## config.mk

```make
export PLATFORM = sky130hd
export DESIGN_NAME = adr_regs
export DESIGN_NICKNAME = d
export VERILOG_FILES = /design/src/verilog/adr_pkg.sv /design/src/verilog/adr_regs.sv
export VERILOG_INCLUDE_DIRS = /design/src /design/src/verilog
export SDC_FILE = /design/constraint.sdc
export NUM_CORES = 1
export LEC_CHECK = 0
export BUFFER_PORTS_ARGS = -buffer_cell sky130_fd_sc_hd__buf_4
export CORE_ASPECT_RATIO = 1.1
export CORE_MARGIN = 1
export CORE_UTILIZATION = 55
export CTS_BUF_LIST = sky130_fd_sc_hd__clkbuf_4 sky130_fd_sc_hd__clkbuf_8
export CTS_CLUSTER_DIAMETER = 120
export DETAILED_ROUTE_END_ITERATION = 8
export PLACE_DENSITY = 0.82
export SYNTH_ARGS = -nofsm -noshare
export SYNTH_HDL_FRONTEND = slang
export SYNTH_SLANG_ARGS = --single-unit
```

## constraint.sdc

```tcl
create_clock -name clk_i -period 3.4 [get_ports clk_i]
set_input_delay 0.85 -clock clk_i [delete_from_list [all_inputs] [get_ports clk_i]]
set_output_delay 0.85 -clock clk_i [all_outputs]
set_load 0.05 [all_outputs]
```

## src/verilog/adr_params.svh

```systemverilog
`ifndef ADR_PARAMS_SVH
`define ADR_PARAMS_SVH
// ----------------------------------------
// register indices (byte address = 4 * index)
// ----------------------------------------
`define ADR_IDX_CTRL 6'h02
`define ADR_IDX_EVT 6'h03
`define ADR_IDX_MASK 6'h05
`define ADR_IDX_CODE 6'h07
`define ADR_IDX_TIME 6'h08
`define ADR_IDX_STAT 6'h09
// ----------------------------------------
// field positions and reset values
// ----------------------------------------
`define ADR_B_SHORT 7
`define ADR_B_OCP 6
`define ADR_B_OVP 5
`define ADR_B_MIC 4
`define ADR_B_FLOAT 3
`define ADR_B_CODE 3
`define ADR_B_VBUS 2
`define ADR_B_ACT 1
`define ADR_B_DONE 1
`define ADR_B_DCD 0
`define ADR_B_PDONE 3
`define ADR_B_DIS 5
`define ADR_B_GMASK 0
`define ADR_EVT_USED 8'h7E
`define ADR_RST_EVT 8'h00
`define ADR_RST_MASK 8'h00
`define ADR_RST_TIME 4'h0
`define ADR_RST_DIS 1'b1
`define ADR_RST_GMASK 1'b1
// ----------------------------------------
// timing
// ----------------------------------------
`define ADR_CLK_HZ 25000000
`define ADR_UNIT_MS 50
`define ADR_PRE_W 24
`define ADR_TSTEP_LAST 4'h3
`define ADR_TCODE_LAST 4'hB
`define ADR_UNITS_MAX 5'h14
`endif

```

## src/verilog/adr_pkg.sv

```systemverilog
`include "adr_params.svh"
package adr_pkg;
  typedef enum logic [1:0] {
    ADR_MS_RUN = 2'b01,
    ADR_MS_HOLD = 2'b10
  } adr_meas_e;

  typedef struct packed {
    logic [7:0] pin_s1;
    logic [7:0] pin_s2;
    logic [7:0] pin_s3;
    logic done_s1;
    logic done_s2;
    logic done_s3;
    logic [4:0] code_s1;
    logic [4:0] code_s2;
    logic [4:0] code;
    logic [7:0] flags;
    logic [7:0] mask;
    logic [3:0] timing;
    logic dis;
    logic gmask;
    logic wait_r;
    logic [7:0] rdata;
    logic irq;
    adr_meas_e meas;
    logic [`ADR_PRE_W-1:0] pre;
    logic [4:0] unit;
  } adr_state_s;
endpackage

```

## src/verilog/adr_regs.sv

```systemverilog
`timescale 1ns/1ps
`include "adr_params.svh"
module adr_regs #(
  parameter int unsigned UNIT_CYCLES = `ADR_UNIT_MS * (`ADR_CLK_HZ / 1000)
) (
  // clock and reset
  input wire logic clk_i,
  input wire logic rst_n_i,
  input wire logic ce_i,
  // avalon-mm slave
  input wire logic [7:0] avs_address_i,
  input wire logic avs_read_i,
  input wire logic avs_write_i,
  input wire logic [3:0] avs_byteenable_i,
  input wire logic [31:0] avs_writedata_i,
  output logic [31:0] avs_readdata_o,
  output logic avs_waitrequest_o,
  // asynchronous condition pins
  input wire logic id_line_shorted_i,
  input wire logic bus_overcurrent_i,
  input wire logic bus_overvoltage_i,
  input wire logic microphone_overvoltage_i,
  input wire logic id_line_floating_i,
  input wire logic bus_supply_valid_i,
  input wire logic charge_detect_active_i,
  input wire logic data_contact_detected_i,
  input wire logic charge_detect_done_i,
  input wire logic [4:0] id_line_code_i,
  // outputs
  output logic id_measure_en_o,
  output logic irq_o
);
  // ----------------------------------------
  // constants and helpers
  // ----------------------------------------
  localparam logic [`ADR_PRE_W-1:0] PRE_LAST = `ADR_PRE_W'(UNIT_CYCLES - 1);

  localparam adr_pkg::adr_state_s ST_RST = '{
    pin_s1: 8'h00, pin_s2: 8'h00, pin_s3: 8'h00,
    done_s1: 1'b0, done_s2: 1'b0, done_s3: 1'b0,
    code_s1: 5'h00, code_s2: 5'h00, code: 5'h00,
    flags: `ADR_RST_EVT, mask: `ADR_RST_MASK, timing: `ADR_RST_TIME,
    dis: `ADR_RST_DIS, gmask: `ADR_RST_GMASK, wait_r: 1'b1,
    rdata: 8'h00, irq: 1'b0, meas: adr_pkg::ADR_MS_RUN,
    pre: '0, unit: 5'h00
  };

  // window length in 50 ms units
  function automatic logic [4:0] adr_units(input logic [3:0] c);
    if (c <= `ADR_TSTEP_LAST) begin
      adr_units = {1'b0, c} + 5'h01;
    end else if (c <= `ADR_TCODE_LAST) begin
      adr_units = {c, 1'b0} - 5'h02;
    end else begin
      adr_units = `ADR_UNITS_MAX;
    end
  endfunction

  adr_pkg::adr_state_s q;
  adr_pkg::adr_state_s d;
  logic [7:0] pins;
  logic [7:0] ev;
  logic [7:0] clr;
  logic [7:0] stat;
  logic [7:0] rmux;
  logic [5:0] idx;
  logic aligned;
  logic [4:0] tgt;
  logic [4:0] newc;
  logic evt_read;
  logic win_end;

  // ----------------------------------------
  // combinational next state
  // ----------------------------------------
  always_comb begin
    pins = {id_line_shorted_i, bus_overcurrent_i, bus_overvoltage_i,
            microphone_overvoltage_i, id_line_floating_i, bus_supply_valid_i,
            charge_detect_active_i, data_contact_detected_i};
    d = q;
    ev = 8'h00;
    clr = 8'h00;
    rmux = 8'h00;
    newc = q.code_s2;
    idx = avs_address_i[7:2];
    aligned = (avs_address_i[1:0] == 2'b00);
    tgt = adr_units(q.timing);
    evt_read = 1'b0;
    // window end, also read by the checks below
    win_end = (q.meas == adr_pkg::ADR_MS_RUN) && (q.pre == PRE_LAST)
              && (q.unit >= tgt - 5'h01);
    // two-stage synchronisers, third stage for edges
    d.pin_s1 = pins;
    d.pin_s2 = q.pin_s1;
    d.pin_s3 = q.pin_s2;
    d.code_s1 = id_line_code_i;
    d.code_s2 = q.code_s1;
    // done is a pulse: only its rising edge counts
    d.done_s1 = charge_detect_done_i;
    d.done_s2 = q.done_s1;
    d.done_s3 = q.done_s2;
    ev[`ADR_B_OCP] = q.pin_s2[`ADR_B_OCP] ^ q.pin_s3[`ADR_B_OCP];
    ev[`ADR_B_OVP] = q.pin_s2[`ADR_B_OVP] ^ q.pin_s3[`ADR_B_OVP];
    ev[`ADR_B_MIC] = q.pin_s2[`ADR_B_MIC] ^ q.pin_s3[`ADR_B_MIC];
    ev[`ADR_B_VBUS] = q.pin_s2[`ADR_B_VBUS] ^ q.pin_s3[`ADR_B_VBUS];
    ev[`ADR_B_DONE] = q.done_s2 & ~q.done_s3;
    // ----------------------------------------
    // id measurement window
    // ----------------------------------------
    case (q.meas)
      adr_pkg::ADR_MS_RUN: begin
        if (q.pre == PRE_LAST) begin
          d.pre = '0;
          if (q.unit >= tgt - 5'h01) begin
            d.unit = 5'h00;
            d.code = newc;
            if (newc != q.code) begin
              // zero always reported so a lost accessory is never missed
              ev[`ADR_B_CODE] = !q.dis || (newc == 5'h00);
            end
            if (q.dis && (newc != 5'h00)) begin
              d.meas = adr_pkg::ADR_MS_HOLD;
            end
          end else begin
            d.unit = q.unit + 5'h01;
          end
        end else begin
          d.pre = q.pre + `ADR_PRE_W'(1);
        end
      end
      adr_pkg::ADR_MS_HOLD: begin
        d.pre = '0;
        d.unit = 5'h00;
        if (q.pin_s2[`ADR_B_FLOAT]) begin
          d.code = 5'h00;
          ev[`ADR_B_CODE] = 1'b1;
          d.meas = adr_pkg::ADR_MS_RUN;
        end else if (!q.dis) begin
          d.meas = adr_pkg::ADR_MS_RUN;
        end
      end
      default: begin
        d.meas = adr_pkg::ADR_MS_RUN;
      end
    endcase
    // ----------------------------------------
    // live status
    // ----------------------------------------
    stat = q.pin_s2;
    stat[`ADR_B_FLOAT] = (q.code != 5'h00);
    // ----------------------------------------
    // register read mux
    // ----------------------------------------
    if (!aligned) begin
      rmux = 8'h00;
    end else if (idx == `ADR_IDX_CTRL) begin
      rmux[`ADR_B_DIS] = q.dis;
      rmux[`ADR_B_GMASK] = q.gmask;
    end else if (idx == `ADR_IDX_EVT) begin
      rmux = q.flags & `ADR_EVT_USED;
      evt_read = 1'b1;
    end else if (idx == `ADR_IDX_MASK) begin
      rmux = q.mask & `ADR_EVT_USED;
    end else if (idx == `ADR_IDX_CODE) begin
      rmux = {3'b000, q.code};
    end else if (idx == `ADR_IDX_TIME) begin
      rmux = {4'h0, q.timing};
    end else if (idx == `ADR_IDX_STAT) begin
      rmux = stat;
    end
    // ----------------------------------------
    // bus handshake: one wait cycle, then ack
    // ----------------------------------------
    if (q.wait_r) begin
      if (avs_read_i || avs_write_i) begin
        d.wait_r = 1'b0;
        d.rdata = avs_read_i ? rmux : 8'h00;
      end
    end else begin
      d.wait_r = 1'b1;
      if (avs_write_i && avs_byteenable_i[0] && aligned) begin
        if (idx == `ADR_IDX_CTRL) begin
          d.dis = avs_writedata_i[`ADR_B_DIS];
          d.gmask = avs_writedata_i[`ADR_B_GMASK];
        end else if (idx == `ADR_IDX_MASK) begin
          d.mask = avs_writedata_i[7:0] & `ADR_EVT_USED;
        end else if (idx == `ADR_IDX_TIME) begin
          d.timing = avs_writedata_i[3:0];
        end
      end
      if (avs_read_i && evt_read) begin
        // clear only what was returned; later events survive
        clr = q.rdata;
      end
    end
    // set wins over clear
    d.flags = ((q.flags & ~clr) | ev) & `ADR_EVT_USED;
    d.irq = (|(d.flags & ~d.mask)) && !d.gmask;
  end

  // ----------------------------------------
  // state register
  // ----------------------------------------
  always_ff @(posedge clk_i or negedge rst_n_i) begin
    if (!rst_n_i) begin
      q <= ST_RST;
    end else if (ce_i) begin
      q <= d;
    end
  end

  assign avs_readdata_o = {24'h000000, q.rdata};
  assign avs_waitrequest_o = q.wait_r;
  assign irq_o = q.irq;
  assign id_measure_en_o = q.meas[0];

  // ----------------------------------------
  // assertions
  // ----------------------------------------
  AST_EVT_CLEAR: assert property (@(posedge clk_i) disable iff (!rst_n_i)
    (ce_i && !q.wait_r && avs_read_i && aligned && idx == `ADR_IDX_EVT)
    |=> q.flags == (($past(q.flags) & ~$past(q.rdata)) | $past(ev)))
    else $error("event bits not cleared by read");

  AST_OCP_EVT: assert property (@(posedge clk_i) disable iff (!rst_n_i)
    (ce_i && (q.pin_s2[`ADR_B_OCP] != q.pin_s3[`ADR_B_OCP])) |=> q.flags[`ADR_B_OCP])
    else $error("over-current change lost");

  AST_OVP_EVT: assert property (@(posedge clk_i) disable iff (!rst_n_i)
    (ce_i && $changed(q.pin_s2[`ADR_B_OVP])) ##1 ce_i |=> q.flags[`ADR_B_OVP])
    else $error("over-voltage change lost");

  AST_MIC_EVT: assert property (@(posedge clk_i) disable iff (!rst_n_i)
    (ce_i && (q.pin_s2[`ADR_B_MIC] != q.pin_s3[`ADR_B_MIC])) |=> q.flags[`ADR_B_MIC])
    else $error("microphone change lost");

  AST_VBUS_EVT: assert property (@(posedge clk_i) disable iff (!rst_n_i)
    (ce_i && (q.pin_s2[`ADR_B_VBUS] != q.pin_s3[`ADR_B_VBUS])) |=> q.flags[`ADR_B_VBUS])
    else $error("supply valid change lost");

  AST_DONE_EVT: assert property (@(posedge clk_i) disable iff (!rst_n_i)
    (ce_i && q.done_s2 && !q.done_s3) |=> q.flags[`ADR_B_DONE] && !q.flags[7] && !q.flags[0])
    else $error("detection done event wrong");

  AST_IRQ: assert property (@(posedge clk_i) disable iff (!rst_n_i)
    irq_o == ((|(q.flags & ~q.mask)) && !q.gmask))
    else $error("interrupt output mismatch");

  AST_HOLD: assert property (@(posedge clk_i) disable iff (!rst_n_i)
    (q.meas == adr_pkg::ADR_MS_HOLD) |-> (!id_measure_en_o && q.code != 5'h00))
    else $error("hold state without detected resistor");

  AST_FLOAT: assert property (@(posedge clk_i) disable iff (!rst_n_i)
    (ce_i && q.meas == adr_pkg::ADR_MS_HOLD && q.pin_s2[`ADR_B_FLOAT])
    |=> (q.code == 5'h00) && q.flags[`ADR_B_CODE] && id_measure_en_o)
    else $error("float during hold not reported");

  AST_PRESCALE: assert property (@(posedge clk_i) disable iff (!rst_n_i)
    (q.pre <= PRE_LAST) && (q.unit <= `ADR_UNITS_MAX))
    else $error("window counter out of range");

  AST_EVT_RD: assert property (@(posedge clk_i) disable iff (!rst_n_i)
    (ce_i && q.wait_r && avs_read_i && aligned && idx == `ADR_IDX_EVT)
    |=> avs_readdata_o == {24'h000000, $past(q.flags)})
    else $error("event read data wrong");

  AST_EVT_RSVD: assert property (@(posedge clk_i) disable iff (!rst_n_i)
    (q.flags & ~`ADR_EVT_USED) == 8'h00)
    else $error("unused event bit set");

  AST_MASK_RSVD: assert property (@(posedge clk_i) disable iff (!rst_n_i)
    (q.mask & ~`ADR_EVT_USED) == 8'h00)
    else $error("unused mask bit set");

  AST_CODE_RD: assert property (@(posedge clk_i) disable iff (!rst_n_i)
    (ce_i && q.wait_r && avs_read_i && aligned && idx == `ADR_IDX_CODE)
    |=> avs_readdata_o == {27'h0000000, $past(q.code)})
    else $error("code read data wrong");

  AST_TIME_RD: assert property (@(posedge clk_i) disable iff (!rst_n_i)
    (ce_i && q.wait_r && avs_read_i && aligned && idx == `ADR_IDX_TIME)
    |=> avs_readdata_o == {28'h0000000, $past(q.timing)})
    else $error("timing read data wrong");

  AST_STAT_RD: assert property (@(posedge clk_i) disable iff (!rst_n_i)
    (ce_i && q.wait_r && avs_read_i && aligned && idx == `ADR_IDX_STAT)
    |=> avs_readdata_o == {24'h000000, $past(q.pin_s2[`ADR_B_SHORT:`ADR_B_MIC]),
    $past(q.code != 5'h00), $past(q.pin_s2[`ADR_B_VBUS:`ADR_B_DCD])})
    else $error("status read data wrong");

  AST_SUPPRESS: assert property (@(posedge clk_i) disable iff (!rst_n_i)
    (q.dis && q.meas == adr_pkg::ADR_MS_RUN && q.code_s2 != 5'h00) |-> !ev[`ADR_B_CODE])
    else $error("code change reported while redetect disabled");

  AST_CODE_EVT: assert property (@(posedge clk_i) disable iff (!rst_n_i)
    (ce_i && win_end && !q.dis && q.code_s2 != q.code) |=> q.flags[`ADR_B_CODE])
    else $error("code change lost");

  AST_ZERO_CODE: assert property (@(posedge clk_i) disable iff (!rst_n_i)
    (ce_i && win_end && q.code != 5'h00 && q.code_s2 == 5'h00)
    |=> (q.code == 5'h00) && q.flags[`ADR_B_CODE])
    else $error("drop to zero code not reported");

  AST_WIN_LAST: assert property (@(posedge clk_i) disable iff (!rst_n_i)
    (q.timing == `ADR_TCODE_LAST) |-> (tgt == `ADR_UNITS_MAX))
    else $error("longest defined window wrong");

  AST_UNDEF_TIME: assert property (@(posedge clk_i) disable iff (!rst_n_i)
    (q.timing > `ADR_TCODE_LAST) |-> (tgt == `ADR_UNITS_MAX))
    else $error("undefined timing code not clamped");

  AST_GMASK: assert property (@(posedge clk_i) disable iff (!rst_n_i)
    q.gmask |-> !irq_o)
    else $error("interrupt raised while globally masked");

  AST_MEAS_EN: assert property (@(posedge clk_i) disable iff (!rst_n_i)
    (q.meas == adr_pkg::ADR_MS_RUN) |-> id_measure_en_o)
    else $error("measurement enable low while running");

  AST_ACK_ONE: assert property (@(posedge clk_i) disable iff (!rst_n_i)
    (ce_i && !avs_waitrequest_o) |=> avs_waitrequest_o)
    else $error("waitrequest low for more than one cycle");

endmodule // adr_regs

```

* Yosys cells after proc, flatten, opt, wreduce, memory -nomap -nowiden *
Cells that the tools add are included.

cells by class
  add/sub/neg operators = 5
  order comparisons = 3
  equal/unequal tests = 15
  muxes and demuxes = 46
  bitwise gates (word level) = 14
  reductions and logical operators = 22

operators with widths
  kind                                                               number
  8-bit 2-to-1 mux                                                   8
  29-bit case mux with 2 select lines                                1
  5-bit 2-to-1 mux                                                   7
  14-bit 2-to-1 mux                                                  2
  24-bit by 1-bit adder with 24-bit output, second input constant    1
  24-bit by 21-bit == test with 1-bit output, second input constant  1
  24-bit 2-to-1 mux                                                  1
  2-bit 2-to-1 mux                                                   7
  7-bit 2-to-1 mux                                                   2
  6-bit by 2-bit == test with 1-bit output, second input constant    2
  6-bit by 3-bit == test with 1-bit output, second input constant    2
  6-bit by 4-bit == test with 1-bit output, second input constant    2
  12-bit 2-to-1 mux                                                  1
  4-bit 2-to-1 mux                                                   3
  1-bit 2-to-1 mux                                                   10
  5-bit case mux with 2 select lines                                 1
  5-bit AND reduction                                                2
  5-bit nonzero test                                                 2
  9-bit 2-to-1 mux                                                   1
  7-bit by 8-bit AND with 8-bit output                               1
  8-bit NOT                                                          1
  8-bit OR reduction                                                 1
  7-bit AND                                                          1
  7-bit NOT                                                          1
  other kinds (29)                                                   44

word-level totals
  register bits after elaboration = 102
  output and inout port bits = 35
  word-level logic and storage cells = 125

* Logic depth before layout (Yosys ltp) *
  word-level depth = 13
  mapped depth = 13
  mapped depth without buffers = 13

* Worst setup path before layout *
Ideal clock, no wire load.

  path kind = register to register
  start point = register q[43] in the netlist's numbering
  end point = register q[63] in the netlist's numbering
  setup time = 125 ps
  arrival = 2874 ps
  data required time = 3275 ps
  path slack = 402 ps
  stages on the path, launching flop included = 14
  buffers on the path = 0
  clock period less this slack = 2998 ps
  cells stage by stage = dfrtp_1 -> inv_1 -> ha_1 -> nor2b_1 -> a22oi_1 -> ha_1 -> xor2_1 -> ha_1 -> a21o_1 -> a31oi_1 -> o21ai_0 -> nand2_1 -> a21oi_2 -> mux2_2

on the way
  cells in the longest elaborated chain, start to end = 7

ends and longest elaborated chain
  item                                                                                                  RTL line         source
  start: declaration                                                                                    adr_regs.sv:59   adr_pkg::adr_state_s q;
  start signal: assignment                                                                              adr_regs.sv:206  q <= ST_RST;
  start signal: assignment                                                                              adr_regs.sv:208  q <= d;
  5-bit by 2-bit subtractor with 5-bit output / 4-bit less-or-equal comparator (equally long branches)  n/a
  5-bit 2-to-1 mux                                                                                      adr_regs.sv:52   end else if (c <= `ADR_TCODE_LAST) begin
  5-bit 2-to-1 mux *                                                                                    adr_regs.sv:50   if (c <= `ADR_TSTEP_LAST) begin
  5-bit by 1-bit subtractor with 5-bit output *                                                         adr_regs.sv:114  if (q.unit >= tgt - 5'h01) begin
  5-bit greater-or-equal comparator *                                                                   adr_regs.sv:114
  2-bit by 1-bit != test with 1-bit output (no line) *                                                  n/a
  5-bit AND reduction (no line) *                                                                       n/a

Every way passes the cells marked *; elsewhere a longest branch is shown, timed or not.
A chain may end at the register's enable or synchronous reset.

* Worst setup path after layout *
  start point = register q[44] in the netlist's numbering
  end point = register q[63] in the netlist's numbering

The elaborated chain is that of the path after synthesis.

==> summary.md <==
| Metric | Value |
|---|---|
| Outcome | completed |
| Final core utilization | 0.637 |
| Top_reg_cell synth | dfrtp_1 |
| Residual DRC count | 0 |
| Most frequent CP cell | ha_1 |
| Die height | between 100 and 150 um |
| YS warnings | 0 |
| RSZ-0062 raised after global routing | false |
| IO Count | 98 |
| Fin. Hold Viols | 0 |
| FF-to-FF path depth | 13 |
| Register area share after synthesis | 0.465 |
| Worst vdd ir | around 320 uV |
| Critical Path Max Stage Delay | around 0.40 ns |
| Setup WS post-layout | a little under 0.3 ns |
| Sw power | 785 uW |
| Async set or reset register ratio after synthesis | 1.00 |
| Fill cells | about 700 |
| Longest Clk Path Bufs | 2 |
| Worst-Skew Late Latency | approximately 0.37 ns |
| Pwr Density | roughly 440 mW/mm2 |
| Worst reg2reg endpoint | q[63] |
| Sequential share of power | 0.555 |
| Crit path from | q[44] |
| Post-Syn Instances | 504 |
| Initial antenna violation count | 0 |
| Startpoint Class | flip-flop |
| Syn Area/Cell | ~10 um2 |
| Crit path to | q[63] |
| MaxCap Viol Count | 0 |
| Hold Startpoint | avs_readdata_o[0] |
| Top cell type by total area after synthesis | dfrtp_1 |
| Top cell type's share of synthesized area | 0.445 |
| Crit path required time | roughly 3.7 ns |
| Worst hold path type | flip-flop to flip-flop |
| Max-slew violation count | 0 |
| Switch share | 0.307 |
| Setup Skew | about 0.0064 ns |
| Overall global routing resource usage | 0.229 |
| Combinational share of power | 0.181 |
| Rel. slew slack | 0.474 |
| Final wirelength | 10400 um |
| Routed len/inst | 15.7 um |
| DP Wirelength | ~7500 um |
| Via density | 5.82 |
| Cell with the most instances after synthesis | dfrtp_1 |
| CTS tree | yes |
| Pin count of the biggest net entering global routing | 56 |
| Antenna Nets Post-Route | 0 |
| Synth cell count leaders | dfrtp_1 (93), mux2_2 (54), nor2_1 (49), nand2_1 (36), buf_4 (32) |
| Initial DRT Pass Iterations | 5 |
| DIE AREA | 0.00991 mm2 |
| Final-report setup violation count | 0 |
| Starting Density | 0.578 |
| Arrival time worst endpoint | 3.36 ns |
| Vias | 3874 |
| Synth Register Bits | 97 |
| Root Buffer Master | clkbuf_8 |
| Synth-to-Final Area Change | 10.2% |
| First-pass GRT wire length | 17700 um |
| Ant diodes | 0 |
| Final net count | 622 |
| Core area | 0.00905 mm2 |
| Clk pwr share | 0.264 |
| Crit path capture type | flip-flop |
| EDFF count, synth | 0 |
| Cts bufs inserted | 9 |
| R2R Path Start | q[44] |
| Distinct cell type count after synthesis | 59 |
| Row cnt | 36 |
| Number of global-route vias before repair | ~3800 |
| GRT overflow | 0 |
| Kind of critical path | flip-flop to flip-flop |
| Layout cell share with drive strength beyond 1 | 0.250 |
| Critical-path cell list | inv_1, ha_1, nor2b_1, a22oi_1, ha_1, xor2_1, ha_1, a21o_1, a31oi_1, o21ai_1, nand2_1, a21oi_4, mux2_2 |
| Ranking of synthesized cells by area | dfrtp_1 (44%), mux2_2 (12%), buf_4 (4.6%) |
| Clock net sink count | 97 |
| Worst slew pin tran | 0.785 ns |
| Critical path fanouts, max | 5 |
| F_max | 322 MHz |
| Slowest cell on crit path | dfrtp_1 |
| Setup TNS | 0 ns |
| Reg2reg setup slack | roughly 0.30 ns |
| Total Power | 2560 uW |
| Initial drt markers | approximately 270 |
| Routability cong. | between 0.8 and 0.9 |
| H-tree depth | 3 |
| Placement Setup Slack | 0.160 ns |
| Mapped Area | 0.00523 mm2 |
| Number of port buffers | 45 |
| Static Leak | about 0.0026 uW |
| Min Tclk post-route | 3.10 ns |
| Clk slew on worst S/H paths | 0.09 ns |
| Internal power | between 1500 and 2000 uW |
| Final Cycle Share | 0.913 |
| Die Wd | 95.0 um |
## sequential cells by signal, summed over array words and instances, names as in the netlist
signal	flops
irq_o	1
id_measure_en_o	1
newc	5
q	58
d	23
avs_readdata_o	8
avs_waitrequest_o	1
## power groups by stage
stage | Combinational (uW) | Sequential [uW] | Clock, uW
floorplan | 352 | 1410 | 0
global placement | 440 | 1430 | 0
detailed placement | 460 | 1440 | 0
CTS | 463 | 1420 | 695
global route | 512 | 1440 | 742
finish | 462 | 1420 | 676
## worst max-delay path, delay by kind of cell (launching register included)
family	cells	cell delay, ns
compound gates	5	0.74
buf+inv	1	0.07
xor+xnor	1	0.17
mux	1	0.36
fa+ha+maj	3	0.88
flops	1	0.40
simple gates	2	0.38
## how the worst min path moves through the flow
stage	end	depth (start not counted)	slack, ns
floorplan	avs_readdata_o[0]	2	0.44
global placement	avs_readdata_o[0]	2	0.46
detailed placement	avs_readdata_o[0]	2	0.48
CTS	avs_readdata_o[0]	2	0.50
global route	avs_readdata_o[0]	2	0.52
finish	avs_readdata_o[0]	2	0.50
## final cells by class
class / count / area [um2] / share of cell area
Clock buffer: 11 / 139 / 0.0241
Clock inverter: 5 / 31.3 / 0.00542
Inverter: 8 / 30.0 / 0.00521
Multi-Input combinational cell: 376 / 2570 / 0.445
Sequential cell: 97 / 2430 / 0.422
Tap cell: 114 / 143 / 0.0247
Timing Repair Buffer: 55 / 425 / 0.0738
## timing repair
action | CTS | global route
hold buffers | 0 | 0
setup endpoints to repair | 0 | 5
resized for setup | 0 | 2
buffers inserted | 0 | 0
## routing by layer
layer / global-route usage / vias up / wire length [um]
met5: 0 / - / 0
met4: 0.0812 / 0 / 185
met3: 0.0482 / 20 / 663
met2: 0.365 / 153 / 5090
met1: 0.307 / 1878 / 4490
li1: - / 1823 / -
## layout by cell type, fill, tap and decap left out, drive strengths merged, types with 3 or more instances in the layout
| cell | count |
|---|---|
| dfrtp | 93 |
| mux2 | 55 |
| buf | 55 |
| nor2 | 50 |
| nand2 | 36 |
| a21oi | 30 |
| conb | 24 |
| xor2 | 22 |
| nand3 | 21 |
| o21ai | 21 |
| xnor2 | 12 |
| ha | 12 |
| clkbuf | 11 |
| nor2b | 10 |
| and3 | 10 |
| inv | 9 |
| nand4 | 7 |
| o31ai | 5 |
| a21o | 5 |
| nor3 | 5 |
| a22oi | 4 |
| a222oi | 4 |
| or4 | 4 |
| dfstp | 4 |
| or3 | 4 |
| nand2b | 3 |
| clkinv | 3 |
| nor3b | 3 |
| nor4b | 3 |
## logic make-up (layout without fill, tap and decap cells)
kind of cell,after synthesis,in the layout,synth area share
AO/OA/AOI/OAI,85,85,0.102
XOR/XNOR,34,34,0.0569
adder cells (fa/ha/maj),12,12,0.0287
buffers and inverters,54,79,0.0624
flip-flops,97,97,0.465
multiplexers,55,55,0.118
other,1,24,0.000717
AND/OR/NAND/NOR,166,166,0.166
## through the flow
step / instances / hold WS (ns) / instance area [um2]
6_report: 666 / 0.498 / 5770
5_1_grt: 666 / 0.518 / 5770
4_1_cts: 666 / 0.496 / 5760
3_5_place_dp: 650 / 0.476 / 5590
3_3_place_gp: 650 / 0.458 / 5590
2_1_floorplan: 527 / 0.444 / 5320
No activity file was read; power rests on OpenSTA's default activity.
